**src/design/iswc_defs.svh**
```systemverilog
`ifndef ISWC_DEFS_SVH
`define ISWC_DEFS_SVH

// ----------------------------------------
// bus addressing
// ----------------------------------------
`define ISWC_ADDR_WR 8'h68
`define ISWC_ADDR_RD 8'h69
`define ISWC_ADDR_MASK 8'hfe
`define ISWC_RW_BIT 0

// ----------------------------------------
// timing, system clock period in ns
// ----------------------------------------
`define ISWC_CLK_NS 100
`define ISWC_WAKE_HOLD_NS 100000
`define ISWC_WAKE_HOLD_CYC ((`ISWC_WAKE_HOLD_NS) / (`ISWC_CLK_NS))
`define ISWC_PROBE_NS 50000
`define ISWC_PROBE_CYC (((`ISWC_PROBE_NS) + (`ISWC_CLK_NS) - 1) / (`ISWC_CLK_NS))

// ----------------------------------------
// reset values
// ----------------------------------------
`define ISWC_BYTE_RST 8'h00

`endif

```
**src/design/iswc_pkg.sv**
```systemverilog
package iswc_pkg;

   // ----------------------------------------
   // bus slave sequencer states
   // ----------------------------------------
   typedef enum logic [3:0] {
      ISWC_I2C_IDLE  = 4'b0000,
      ISWC_I2C_ADDR  = 4'b0001,
      ISWC_I2C_AACK  = 4'b0010,
      ISWC_I2C_INDEX = 4'b0011,
      ISWC_I2C_IACK  = 4'b0100,
      ISWC_I2C_WDATA = 4'b0101,
      ISWC_I2C_WACK  = 4'b0110,
      ISWC_I2C_RDATA = 4'b0111,
      ISWC_I2C_RACK  = 4'b1000
   } iswc_i2c_e;

   // ----------------------------------------
   // power states
   // ----------------------------------------
   typedef enum logic [1:0] {
      ISWC_PW_ACTIVE = 2'b00,
      ISWC_PW_SLEEP  = 2'b01,
      ISWC_PW_PROBE  = 2'b10
   } iswc_pw_e;

   // register write port seen by the rest of the chip
   typedef struct packed {
      logic valid;
      logic [7:0] index;
      logic [7:0] data;
   } iswc_wr_s;

endpackage

```
**src/design/iswc_regmem.sv**
```systemverilog
`timescale 1ns/100ps

// ----------------------------------------
// register array, registered read data
// ----------------------------------------
module iswc_regmem #(
   parameter int AW = 8
) (
   input wire logic clock,
   input wire logic we,
   input wire logic [AW-1:0] waddr,
   input wire logic [7:0] wdata,
   input wire logic [AW-1:0] raddr,
   output logic [7:0] rdata
);
   logic [7:0] mem [0:(1<<AW)-1];

   // read is registered so the slave always sees a stable byte
   always_ff @(posedge clock) begin
      if (we) begin
         mem[waddr] <= wdata;
      end
      rdata <= mem[raddr];
   end
endmodule // iswc_regmem

```
**src/design/iswc_top.sv**
```systemverilog
`timescale 1ns/100ps
`include "iswc_defs.svh"

// What this block does
// RQ1: the master makes every bus clock pulse; we never drive the clock in a transfer.
// RQ2: answer only address byte 0x68 for write and 0x69 for read.
// RQ3: whoever is not sending leaves the data line released high.
// RQ4: pull data low in the acknowledge slot after every byte written to us.
// RQ5: finish a read cleanly whether the master acks or nacks the last byte; only a nack ends the read here, an ack loads and sends the next byte.
// RQ6: master opens each transaction with start and closes it with stop.
// RQ7: order is device address, register index, then one or more data bytes.
// RQ8: successive written bytes go to successive register indexes.
// RQ9: work at every bus rate up to 400 kbit/s.
// RQ10: in very-low-power state turn off radio and host clock output.
// RQ11: keep RC oscillator and wake divider running while asleep.
// RQ12: in polling mode wake the receiver periodically to look for RF energy.
// RQ13: on RF energy enter receive mode and signal the host on both lines.
// RQ14: a programmable service timer also wakes the device.
// RQ15: on service timer expiry signal the host on both lines.
// RQ16: hold all logic in reset while power-on or brownout is asserted.
// RQ17: the host may wake the device by pulling the bus clock low.
// RQ18: after wake, data high means RF energy, data low means service timer.
// RQ19: no clock stretching, no general call, no ten-bit addressing.
// RQ20: reads return the indexed register and advance the index per byte.
module iswc_top import iswc_pkg::*; #(
   parameter int REG_AW = 8,
   parameter int TIMER_W = 24
) (
   input wire logic clock,
   input wire logic rst,
   input wire logic por_brownout,
   input wire logic two_wire_clock_pin_in,
   output logic two_wire_clock_pin_out,
   output logic two_wire_clock_pin_oe,
   input wire logic two_wire_data_pin_in,
   output logic two_wire_data_pin_out,
   output logic two_wire_data_pin_oe,
   input wire logic sleep_req,
   input wire logic poll_enable,
   input wire logic [TIMER_W-1:0] poll_interval,
   input wire logic service_enable,
   input wire logic [TIMER_W-1:0] service_interval,
   input wire logic rf_energy,
   output logic radio_enable,
   output logic host_clock_output_enable,
   output logic rc_osc_run,
   output logic wake_divider_run,
   output logic rx_mode,
   output iswc_wr_s reg_write
);
   localparam logic [11:0] HOLD_CYC = 12'(`ISWC_WAKE_HOLD_CYC);
   localparam logic [11:0] PROBE_CYC = 12'(`ISWC_PROBE_CYC);

   // refuse widths that the array and the wake counters cannot serve
   if (REG_AW < 1 || REG_AW > 8) begin : g_bad_reg_aw
      $error("REG_AW must be 1..8");
   end
   if (TIMER_W < 2 || TIMER_W > 32) begin : g_bad_timer_w
      $error("TIMER_W must be 2..32");
   end

   // ----------------------------------------
   // reset and input synchronisers
   // ----------------------------------------
   logic por_meta_reg, por_sync_reg, srst;
   logic scl_meta_reg, scl_s_reg, scl_d_reg, sda_meta_reg, sda_s_reg, sda_d_reg, rf_meta_reg, rf_s_reg;

   // por is caught without reset since it is itself the reset source
   always_ff @(posedge clock) begin
      por_meta_reg <= por_brownout;
      por_sync_reg <= por_meta_reg;
   end
   assign srst = rst | por_sync_reg; // [RQ16]

   // pins idle high; edges come only from the second and third stages
   always_ff @(posedge clock) begin
      if (srst) begin
         {scl_meta_reg, scl_s_reg, scl_d_reg} <= 3'h7;
         {sda_meta_reg, sda_s_reg, sda_d_reg} <= 3'h7;
         {rf_meta_reg, rf_s_reg} <= 2'h0;
      end else begin
         {scl_meta_reg, scl_s_reg, scl_d_reg} <= {two_wire_clock_pin_in, scl_meta_reg, scl_s_reg};
         {sda_meta_reg, sda_s_reg, sda_d_reg} <= {two_wire_data_pin_in, sda_meta_reg, sda_s_reg};
         {rf_meta_reg, rf_s_reg} <= {rf_energy, rf_meta_reg};
      end
   end

   logic scl_rise, scl_fall, start_det, stop_det;
   // 10 MHz sampling leaves >= 12 samples per half period at 400 kbit/s
   assign scl_rise = scl_s_reg & ~scl_d_reg; // [RQ9]
   assign scl_fall = ~scl_s_reg & scl_d_reg;
   assign start_det = scl_s_reg & scl_d_reg & ~sda_s_reg & sda_d_reg; // [RQ6]
   assign stop_det = scl_s_reg & scl_d_reg & sda_s_reg & ~sda_d_reg;

   // ----------------------------------------
   // bus slave sequencer
   // ----------------------------------------
   iswc_i2c_e i2c_reg, i2c_next;
   logic [3:0] bit_reg, bit_next;
   logic [7:0] sh_reg, sh_next, idx_reg, idx_next, rd_data;
   logic drv_reg, drv_next, rw_reg, rw_next;
   iswc_wr_s wr_reg, wr_next;

   // clock edges and line levels drive every step; no stretching exists [RQ19]
   always_comb begin
      i2c_next = i2c_reg;
      bit_next = bit_reg;
      sh_next = sh_reg;
      idx_next = idx_reg;
      drv_next = drv_reg;
      rw_next = rw_reg;
      wr_next = '0;
      if (start_det) begin // repeated start also lands here
         i2c_next = ISWC_I2C_ADDR;
         bit_next = 4'h0;
         drv_next = 1'b0;
      end else if (stop_det) begin
         i2c_next = ISWC_I2C_IDLE;
         drv_next = 1'b0;
      end else if (scl_rise) begin
         unique case (i2c_reg)
            ISWC_I2C_ADDR, ISWC_I2C_INDEX, ISWC_I2C_WDATA: begin
               sh_next = {sh_reg[6:0], sda_s_reg};
               bit_next = bit_reg + 4'h1;
            end
            ISWC_I2C_RACK: sh_next[0] = sda_s_reg; // master ack level, 1 = nack
            default: ;
         endcase
      end else if (scl_fall) begin
         unique case (i2c_reg)
            ISWC_I2C_ADDR: if (bit_reg == 4'h8) begin
               // general call and ten-bit headers fall out as foreign [RQ2] [RQ19]
               if ((sh_reg & `ISWC_ADDR_MASK) == `ISWC_ADDR_WR) begin
                  i2c_next = ISWC_I2C_AACK;
                  drv_next = 1'b1; // [RQ4]
                  rw_next = sh_reg[`ISWC_RW_BIT];
               end else begin
                  i2c_next = ISWC_I2C_IDLE;
               end
            end
            ISWC_I2C_AACK, ISWC_I2C_RACK: begin
               bit_next = 4'h0;
               if (i2c_reg == ISWC_I2C_RACK && sh_reg[0]) begin
                  i2c_next = ISWC_I2C_IDLE; // nack ends the read; wait for stop [RQ5]
                  drv_next = 1'b0;
               end else if (i2c_reg == ISWC_I2C_RACK || rw_reg) begin
                  sh_next = rd_data; // [RQ20]
                  idx_next = idx_reg + 8'h01;
                  drv_next = ~rd_data[7];
                  i2c_next = ISWC_I2C_RDATA;
               end else begin
                  drv_next = 1'b0; // [RQ3]
                  i2c_next = ISWC_I2C_INDEX; // [RQ7]
               end
            end
            ISWC_I2C_INDEX: if (bit_reg == 4'h8) begin
               idx_next = sh_reg;
               drv_next = 1'b1; // [RQ4]
               i2c_next = ISWC_I2C_IACK;
            end
            ISWC_I2C_WDATA: if (bit_reg == 4'h8) begin
               wr_next = '{valid: 1'b1, index: idx_reg, data: sh_reg};
               drv_next = 1'b1; // [RQ4]
               i2c_next = ISWC_I2C_WACK;
            end
            ISWC_I2C_IACK, ISWC_I2C_WACK: begin
               if (i2c_reg == ISWC_I2C_WACK) idx_next = idx_reg + 8'h01; // [RQ8]
               bit_next = 4'h0;
               drv_next = 1'b0; // [RQ3]
               i2c_next = ISWC_I2C_WDATA;
            end
            ISWC_I2C_RDATA: begin
               bit_next = bit_reg + 4'h1;
               if (bit_reg == 4'h7) begin
                  drv_next = 1'b0; // release for the master's ack [RQ3]
                  i2c_next = ISWC_I2C_RACK;
               end else begin
                  sh_next = {sh_reg[6:0], 1'b0};
                  drv_next = ~sh_reg[6];
               end
            end
            default: i2c_next = ISWC_I2C_IDLE;
         endcase
      end
   end

   always_ff @(posedge clock) begin
      if (srst) begin
         i2c_reg <= ISWC_I2C_IDLE;
         bit_reg <= 4'h0;
         sh_reg <= `ISWC_BYTE_RST;
         idx_reg <= `ISWC_BYTE_RST;
         drv_reg <= 1'b0;
         rw_reg <= 1'b0;
         wr_reg <= '0;
      end else begin
         i2c_reg <= i2c_next;
         bit_reg <= bit_next;
         sh_reg <= sh_next;
         idx_reg <= idx_next;
         drv_reg <= drv_next;
         rw_reg <= rw_next;
         wr_reg <= wr_next;
      end
   end

   iswc_regmem #(.AW(REG_AW)) u_mem (
      .clock(clock),
      .we(wr_reg.valid),
      .waddr(wr_reg.index[REG_AW-1:0]),
      .wdata(wr_reg.data),
      .raddr(idx_reg[REG_AW-1:0]),
      .rdata(rd_data)
   );
   assign reg_write = wr_reg;

   // ----------------------------------------
   // power and wake control
   // ----------------------------------------
   iswc_pw_e pw_reg, pw_next;
   logic [TIMER_W-1:0] poll_cnt_reg, poll_cnt_next, svc_cnt_reg, svc_cnt_next;
   logic [11:0] probe_reg, probe_next, hold_reg, hold_next;
   logic show_reg, show_next, cause_rf_reg, cause_rf_next, rx_reg, rx_next;

   // the service timer keeps counting through probes so both sources coexist
   always_comb begin
      pw_next = pw_reg;
      poll_cnt_next = poll_cnt_reg;
      svc_cnt_next = svc_cnt_reg;
      probe_next = probe_reg;
      hold_next = (hold_reg != 12'h0) ? hold_reg - 12'h1 : hold_reg;
      // a held-low cause would block any start, so a host clock fall after our hold also lets go
      show_next = (start_det || (scl_fall && hold_reg == 12'h0)) ? 1'b0 : show_reg; // [RQ3] [RQ18]
      cause_rf_next = cause_rf_reg;
      rx_next = rx_reg;
      unique case (pw_reg)
         ISWC_PW_ACTIVE: if (sleep_req) begin
            pw_next = ISWC_PW_SLEEP; // [RQ10]
            poll_cnt_next = '0;
            svc_cnt_next = '0;
            rx_next = 1'b0;
         end
         ISWC_PW_SLEEP: begin
            svc_cnt_next = svc_cnt_reg + 1'b1;
            poll_cnt_next = poll_cnt_reg + 1'b1;
            if (!scl_s_reg) begin
               pw_next = ISWC_PW_ACTIVE; // host wake, no cause shown [RQ17]
            end else if (service_enable && svc_cnt_reg >= service_interval) begin
               pw_next = ISWC_PW_ACTIVE; // [RQ14]
               show_next = 1'b1; // [RQ15]
               cause_rf_next = 1'b0; // [RQ18]
               hold_next = HOLD_CYC;
            end else if (poll_enable && poll_cnt_reg >= poll_interval) begin
               pw_next = ISWC_PW_PROBE; // [RQ12]
               poll_cnt_next = '0;
               probe_next = 12'h0;
            end
         end
         ISWC_PW_PROBE: begin
            svc_cnt_next = svc_cnt_reg + 1'b1;
            probe_next = probe_reg + 12'h1;
            if (rf_s_reg) begin
               pw_next = ISWC_PW_ACTIVE;
               rx_next = 1'b1; // [RQ13]
               show_next = 1'b1;
               cause_rf_next = 1'b1; // [RQ18]
               hold_next = HOLD_CYC;
            end else if (probe_reg == PROBE_CYC - 12'h1) begin
               pw_next = ISWC_PW_SLEEP;
            end
         end
         default: pw_next = ISWC_PW_ACTIVE;
      endcase
   end

   always_ff @(posedge clock) begin
      if (srst) begin
         pw_reg <= ISWC_PW_ACTIVE;
         poll_cnt_reg <= '0;
         svc_cnt_reg <= '0;
         probe_reg <= 12'h0;
         hold_reg <= 12'h0;
         show_reg <= 1'b0;
         cause_rf_reg <= 1'b0;
         rx_reg <= 1'b0;
      end else begin
         pw_reg <= pw_next;
         poll_cnt_reg <= poll_cnt_next;
         svc_cnt_reg <= svc_cnt_next;
         probe_reg <= probe_next;
         hold_reg <= hold_next;
         show_reg <= show_next;
         cause_rf_reg <= cause_rf_next;
         rx_reg <= rx_next;
      end
   end

   // ----------------------------------------
   // pins and power outputs
   // ----------------------------------------
   // open drain: only ever pull low; high comes from the pullups
   assign two_wire_clock_pin_out = 1'b0;
   assign two_wire_data_pin_out = 1'b0;
   assign two_wire_clock_pin_oe = (hold_reg != 12'h0); // wake pulse only, never in a transfer [RQ1] [RQ13]
   assign two_wire_data_pin_oe = drv_reg | (show_reg & ~cause_rf_reg); // [RQ3] [RQ18]
   assign radio_enable = (pw_reg != ISWC_PW_SLEEP); // [RQ10] [RQ12]
   assign host_clock_output_enable = (pw_reg == ISWC_PW_ACTIVE);
   assign rc_osc_run = 1'b1; // [RQ11]
   assign wake_divider_run = 1'b1;
   assign rx_mode = rx_reg;

   // ----------------------------------------
   // assertions
   // ----------------------------------------
   property p_addr_ack;
      @(posedge clock) disable iff (srst)
      (scl_fall && !start_det && !stop_det && i2c_reg == ISWC_I2C_ADDR && bit_reg == 4'h8
       && (sh_reg & 8'hfe) == 8'h68) |=> (drv_reg && i2c_reg == ISWC_I2C_AACK);
   endproperty
   a_addr_ack: assert property (p_addr_ack) else $error("own address not acknowledged"); // [RQ2]

   property p_foreign;
      @(posedge clock) disable iff (srst)
      (scl_fall && !start_det && !stop_det && i2c_reg == ISWC_I2C_ADDR && bit_reg == 4'h8
       && (sh_reg & 8'hfe) != 8'h68) |=> (i2c_reg == ISWC_I2C_IDLE && !two_wire_data_pin_oe) [*2];
   endproperty
   a_foreign: assert property (p_foreign) else $error("foreign address answered"); // [RQ19]

   property p_data_ack;
      @(posedge clock) disable iff (srst)
      (scl_fall && !start_det && !stop_det && i2c_reg == ISWC_I2C_WDATA && bit_reg == 4'h8)
      |=> (drv_reg && reg_write.valid && reg_write.data == $past(sh_reg));
   endproperty
   a_data_ack: assert property (p_data_ack) else $error("data byte not acked or stored"); // [RQ4]

   property p_release;
      @(posedge clock) disable iff (srst)
      (i2c_reg inside {ISWC_I2C_ADDR, ISWC_I2C_INDEX, ISWC_I2C_WDATA, ISWC_I2C_RACK}) |-> !drv_reg;
   endproperty
   a_release: assert property (p_release) else $error("data line held while master sends"); // [RQ3]

   property p_autoinc;
      @(posedge clock) disable iff (srst)
      (scl_fall && !start_det && !stop_det && i2c_reg == ISWC_I2C_WACK)
      |=> (idx_reg == $past(idx_reg) + 8'h01 && i2c_reg == ISWC_I2C_WDATA);
   endproperty
   a_autoinc: assert property (p_autoinc) else $error("write index not advanced"); // [RQ8]

   property p_read_load;
      @(posedge clock) disable iff (srst)
      (scl_fall && !start_det && !stop_det && i2c_reg == ISWC_I2C_AACK && rw_reg)
      |=> (sh_reg == $past(rd_data) && idx_reg == $past(idx_reg) + 8'h01 && drv_reg == ~sh_reg[7]);
   endproperty
   a_read_load: assert property (p_read_load) else $error("read byte or index wrong"); // [RQ20]

   property p_nack_end;
      @(posedge clock) disable iff (srst)
      (scl_fall && !start_det && !stop_det && i2c_reg == ISWC_I2C_RACK && sh_reg[0])
      |=> (i2c_reg == ISWC_I2C_IDLE && !drv_reg);
   endproperty
   a_nack_end: assert property (p_nack_end) else $error("read not ended on nack"); // [RQ5]

   property p_sleep_off;
      @(posedge clock) disable iff (srst)
      (pw_reg == ISWC_PW_SLEEP) |-> (!radio_enable && !host_clock_output_enable && rc_osc_run && wake_divider_run);
   endproperty
   a_sleep_off: assert property (p_sleep_off) else $error("sleep state power wrong"); // [RQ10]

   property p_probe_on;
      @(posedge clock) disable iff (srst)
      $rose(pw_reg == ISWC_PW_PROBE) |-> (radio_enable && !host_clock_output_enable);
   endproperty
   a_probe_on: assert property (p_probe_on) else $error("receiver not powered in probe"); // [RQ12]

   property p_rf_wake;
      @(posedge clock) disable iff (srst)
      (pw_reg == ISWC_PW_PROBE && rf_s_reg) |=> (pw_reg == ISWC_PW_ACTIVE && rx_mode
       && two_wire_clock_pin_oe && !two_wire_data_pin_oe)[*3];
   endproperty
   a_rf_wake: assert property (p_rf_wake) else $error("rf wake not signalled"); // [RQ13]

   property p_svc_wake;
      @(posedge clock) disable iff (srst)
      (pw_reg == ISWC_PW_SLEEP && scl_s_reg && service_enable && svc_cnt_reg >= service_interval)
      |=> (two_wire_clock_pin_oe && two_wire_data_pin_oe && pw_reg == ISWC_PW_ACTIVE);
   endproperty
   a_svc_wake: assert property (p_svc_wake) else $error("service wake not signalled"); // [RQ15]

   property p_por;
      @(posedge clock) disable iff (rst)
      por_sync_reg |=> (i2c_reg == ISWC_I2C_IDLE && pw_reg == ISWC_PW_ACTIVE && !two_wire_clock_pin_oe);
   endproperty
   a_por: assert property (p_por) else $error("logic not held in reset"); // [RQ16]

   c_write: cover property (@(posedge clock) disable iff (srst) reg_write.valid ##[1:300] reg_write.valid);
   c_read: cover property (@(posedge clock) disable iff (srst) i2c_reg == ISWC_I2C_RACK ##1 i2c_reg == ISWC_I2C_RDATA);
   c_rf: cover property (@(posedge clock) disable iff (srst) pw_reg == ISWC_PW_PROBE ##1 rx_mode);
   c_svc: cover property (@(posedge clock) disable iff (srst) $rose(show_reg) && !cause_rf_reg);
endmodule // iswc_top

```
**config.mk**
```make
export PLATFORM = sky130hd
export DESIGN_NAME = iswc_top
export DESIGN_NICKNAME = d
export VERILOG_FILES = /design/src/design/iswc_pkg.sv /design/src/design/iswc_regmem.sv /design/src/design/iswc_top.sv
export VERILOG_INCLUDE_DIRS = /design/src /design/src/design
export SDC_FILE = /design/constraint.sdc
export NUM_CORES = 2
export LEC_CHECK = 0
export BUFFER_PORTS_ARGS = -buffer_cell sky130_fd_sc_hd__buf_2
export CORE_UTILIZATION = 55
export DETAILED_ROUTE_END_ITERATION = 7
export PLACE_DENSITY = 0.71
export REMOVE_ABC_BUFFERS = 1
export SLEW_MARGIN = 20
export SYNTH_ARGS = -nofsm -noshare
export SYNTH_HDL_FRONTEND = slang
export SYNTH_HIERARCHICAL = 1
export SYNTH_SLANG_ARGS = --single-unit
```
**constraint.sdc**
```tcl
create_clock -name clock -period 13.6 [get_ports clock]
set_clock_uncertainty 0.2 [all_clocks]
set_input_delay 0 -clock clock [delete_from_list [all_inputs] [get_ports clock]]
set_output_delay 0 -clock clock [all_outputs]
set_load 0.02 [all_outputs]
```
; ---- After elaboration in Yosys (flattened, before gate mapping)
; Memory sizes are Yosys's and may differ from the RTL's. A register that Yosys moved wholly into a read port is not among the register bits.
; Index checks and enable logic that the tools add are counted.
[word_totals]
register_bits = 130
mem_bits_rw = 2048
in_bits = 57
out_inout_bits = 26
word_cells = 219
memories = 1
[op_classes]
addsub = 6
order_cmp = 2
eq_ne = 42
muxes = 72
n_bitwise = 23
reduce_logical = 44
[memory_table]
columns = name, words, word_bits, rd, rd_ports_with_merged_regs, write_ports, line_no
row1 = u_mem.mem, 256, 8, 1, 1, 1, iswc_regmem.sv:16  ; logic [7:0] mem [0:(1<<AW)-1];
[ops]
columns = cell, n
row1 = $mux 24, 4
row2 = $pmux 24 s2, 2
row3 = $mux 12, 7
row4 = $mux 8, 9
row5 = $add 24x1->24 const B, 2
row6 = $ge 24x24->1, 2
row7 = $pmux 12 s2, 2
row8 = $ne 2x2->1 const B, 15
row9 = $mux 4, 7
row10 = $pmux 4 s6, 1
row11 = $pmux 8 s3, 1
row12 = $mux 1, 21
row13 = $eq 4x3->1 const B, 5
row14 = $ne 4x4->1 const B, 5
row15 = $reduce_and 6->1, 3
row16 = $mux 17, 1
row17 = $pmux 8 s2, 1
row18 = $reduce_and 8->1, 2
row19 = $mux 2, 7
row20 = $not 1->1, 13
row21 = $add 12x1->12 const B, 1
row22 = $eq 12x9->1 const B, 1
row23 = $logic_not 12->1, 1
row24 = $ne 3x3->1 const B, 4
row25 = 36 further kinds, 72

; ---- Logic depth before layout (Yosys ltp)
[depth]
ltp_word = 9
mapped_depth = 11

; ---- By module
; Netlist, hierarchy kept.
[modules_own_cells]
columns = mod, instances, cells_per_inst, area_each_um2
row1 = iswc_regmem, 1, 3733, 79556.3
row2 = iswc_top, 1, 895, 7206.9

; ---- Worst setup path after synthesis
; No wires, ideal clock.
[synth_path]
kind = flip-flop to flip-flop
startpoint = register wr_reg, in the netlist reg_write[0]
endpoint = memory u_mem.mem[0][0], data pin
setup_ns = 0.879
arrival_time_ns = 3.511
required_time_ns = 12.521
setup_slack_ns = 9.010
stages_incl_launch_ff = 1
path_buffers = 0
period_less_slack_ns = 4.590
cell_sequence = dfxtp_1
[synth_lines]
columns = item, line_no
row1 = from (decl), iswc_top.sv:102  ; iswc_wr_s wr_reg, wr_next;
row2 = from (signal assigned), iswc_top.sv:203  ; wr_reg <= wr_next;
row3 = to (decl), iswc_regmem.sv:16
; No word-level cell before the write port.

==> results_dict.tcl <==
set metrics [dict create \
    hold_buffers 22 \
    finalSetupViolCount 0 \
    period_share_pct 40.5 \
    power.internal_mw 10.5 \
    final_cells 7002 \
    syn_to_final_growth_pct 10.5 \
    root_buffer "clkbuf_16" \
    synth_compound_gate_area_share_pct 4.38 \
    finalInstanceArea_sq_mm 0.0958 \
    gr-total-overflow 0 \
    grt_pass1_vias 44888 \
    rsz0062_at_grt "no" \
    rows 145 \
    io_pins 83 \
    synth_top_family_by_area "multiplexers" \
    layout-drive-gt1-share_pct 19.4 \
    place_ws_ns 8.11 \
    hold_class "primary input to flip-flop" \
    h-tree-depth 4 \
    drv_cap 0 \
    synth.largest_area_cell "edfxtp_1" \
    post_drt_wl_per_cell_um 29.6 \
    p_seq_share_pct 55.4 \
    cts.clk_slew.worst_paths_ns 0.06 \
    pwr-share-clk_pct 42.6 \
    dp_hpwl_um 123000 \
    worstSetupPathType "flip-flop to flip-flop" \
    placed_area_sq_mm 0.0890 \
    post-cts-setup-buffers 0 \
    drtIter0Drc 5944 \
    grt_first_pass_wirelength_um 303000 \
    grt_max_degree 202 \
    finalPower_mw 13.1 \
    cp.required_ns 14.06 \
    p_switching_mw 2.63 \
    largest_reg_flops 2048 \
    nets 4882 \
    utilization_pct 61.3 \
    cts_buffers 211 \
    die_y_um 399 \
    cts_tree "built" \
    powerDensity_mw_per_mm2 137 \
    drc 0 \
    leakage_nw 24.2 \
    finalCriticalPeriod_ns 5.51 \
    synth_xor_area_share_pct 0.565 \
    yosysUniqueCellTypes 82 \
    io_buffers 78 \
    relSlewSlack_pct 17.0 \
    max_freq_mhz 182 \
    holdWs_ns 0.0800 \
    synth_common_cells "2048 x edfxtp_1, 454 x mux4_2, 392 x nor2_1" \
    tightest_slew_ns 1.24 \
    ant_nets 0 \
    clk_latency_ns 0.84 \
    die_area_sq_mm 0.159 \
    ys_seq_area_share_pct 74.1 \
    ys.flop_type "edfxtp_1" \
    dpl.cell_count 6584 \
    synth_mux_area_share_pct 13.5 \
    rrSetupSlack_ns 8.09 \
    p_sw_share_pct 20.0 \
    antenna_found_initial 5 \
    synthArstFlopShare_pct 0 \
    critical_path_arrival_ns 5.97 \
    vias 45647 \
    fin_ws_ns 8.09 \
    gp_congestion 0.837 \
    synth-simple-area-share_pct 4.50 \
    finalSetupTns_ns 0 \
    cp-end-kind "flip-flop" \
    synth_top_area_share_pct 70.9 \
    grt_usage_pct 26.2 \
    slew_violations 0 \
    syn-cell-area_sq_mm 0.0868 \
    vdd_drop_max_mv 0.178 \
    synthCells 4628 \
    synth_edf_count 2048 \
    status "completed" \
    yosysMostFrequentCell "edfxtp_1" \
    pwr-share-comb_pct 1.9 \
    avgViaCountPerCell 6.52 \
    wl_um 207000 \
    yosysWarnings 6 \
    clk_path_buf_depth 3 \
    cts_resized 0 \
    yosys_register_bits 2186 \
    cp-start-kind "flip-flop" \
    crit_fanout 58 \
    syn_area_per_cell_sq_um 18.7 \
    fill_cells 10835 \
    hold_violations 0 \
    cts_sinks 2186 \
    fp.coreArea_sq_mm 0.156 \
    die_x_um 399 \
    drt_pre_antenna_iters 6 \
    yosys-top-cells-area "edfxtp_1 71%, mux4_2 12%, dfxtp_1 3.2%, nor2_1 1.7%, mux2i_1 1.6%" \
    initial_core_util_pct 55.5 \
    synth_fa_ha_area_share_pct 0.909 \
]
-- final cells by class --
class                           count  area, sq um  share of cell area [%]
Sequential cell                  2186        64300                    67.1
Tap cell                         2058         2570                    2.69
Antenna cell                        4         10.0                  0.0104
Clock buffer                      274         5630                    5.87
Clock inverter                    117         1000                    1.05
Inverter                           72          270                   0.282
Timing Repair Buffer              178         1280                    1.34
Multi-Input combinational cell   2113        20800                    21.7
-- final timing paths --
path                              startpoint               to  cells after the start
worst max-delay path              idx_reg[1]   u_mem/rdata[1]                      8
worst min-delay path               sleep_req  poll_cnt_reg[1]                      5
worst max register to register    idx_reg[1]   u_mem/rdata[1]                      8
worst min register to register  por_meta_reg     por_sync_reg                      0
-- critical path, stage by stage, from the launching register on --
cell,delay [ns]
dfxtp_4,0.76
buf_4,0.57
buf_4,0.78
buf_4,0.66
mux4_2,0.41
mux4_2,0.46
nor2b_1,0.19
nor4_1,0.99
nor4_1,0.15
-- layer usage --
layer / share of wire, % / wire (um) / track usage, %
met5: 0.012 / 25 / 0
met3: 9.7 / 20000 / 4.87
met4: 3.4 / 6960 / 9.13
met2: 48 / 98500 / 41.0
met1: 39 / 81400 / 37.4
-- power groups by stage --
stage	Clock (mW)	Combinational [mW]	Sequential, mW
finish	5.60	0.255	7.27
global route	5.94	0.292	7.27
CTS	5.68	0.257	7.27
detailed placement	0	0.250	7.41
global placement	0	0.241	7.41
floorplan	0	0.195	7.41
-- cell families after synthesis --
group / Yosys count
buffers and inverters: 331
xor gates and xnor gates: 56
other: 2
muxes: 595
AOI/OAI and AO/OA: 564
and+or+nand+nor: 831
DFF: 2186
adders and majority gates: 63
-- layout by cell type, fill, tap and decap left out, types with 39 or more instances in the layout --
cell	n
ha_1	63
nand2_1	119
buf_2	78
a21oi_1	168
clkbuf_16	213
clkbuf_1	54
buf_4	69
mux2i_1	138
dfxtp_1	124
nor2b_1	39
o21ai_0	58
nand3_1	60
o221ai_1	46
edfxtp_1	2048
nor3_1	39
inv_1	70
clkinv_1	50
a22oi_1	136
nor2_1	388
mux4_2	454
Power figures use the tool's default switching activity.
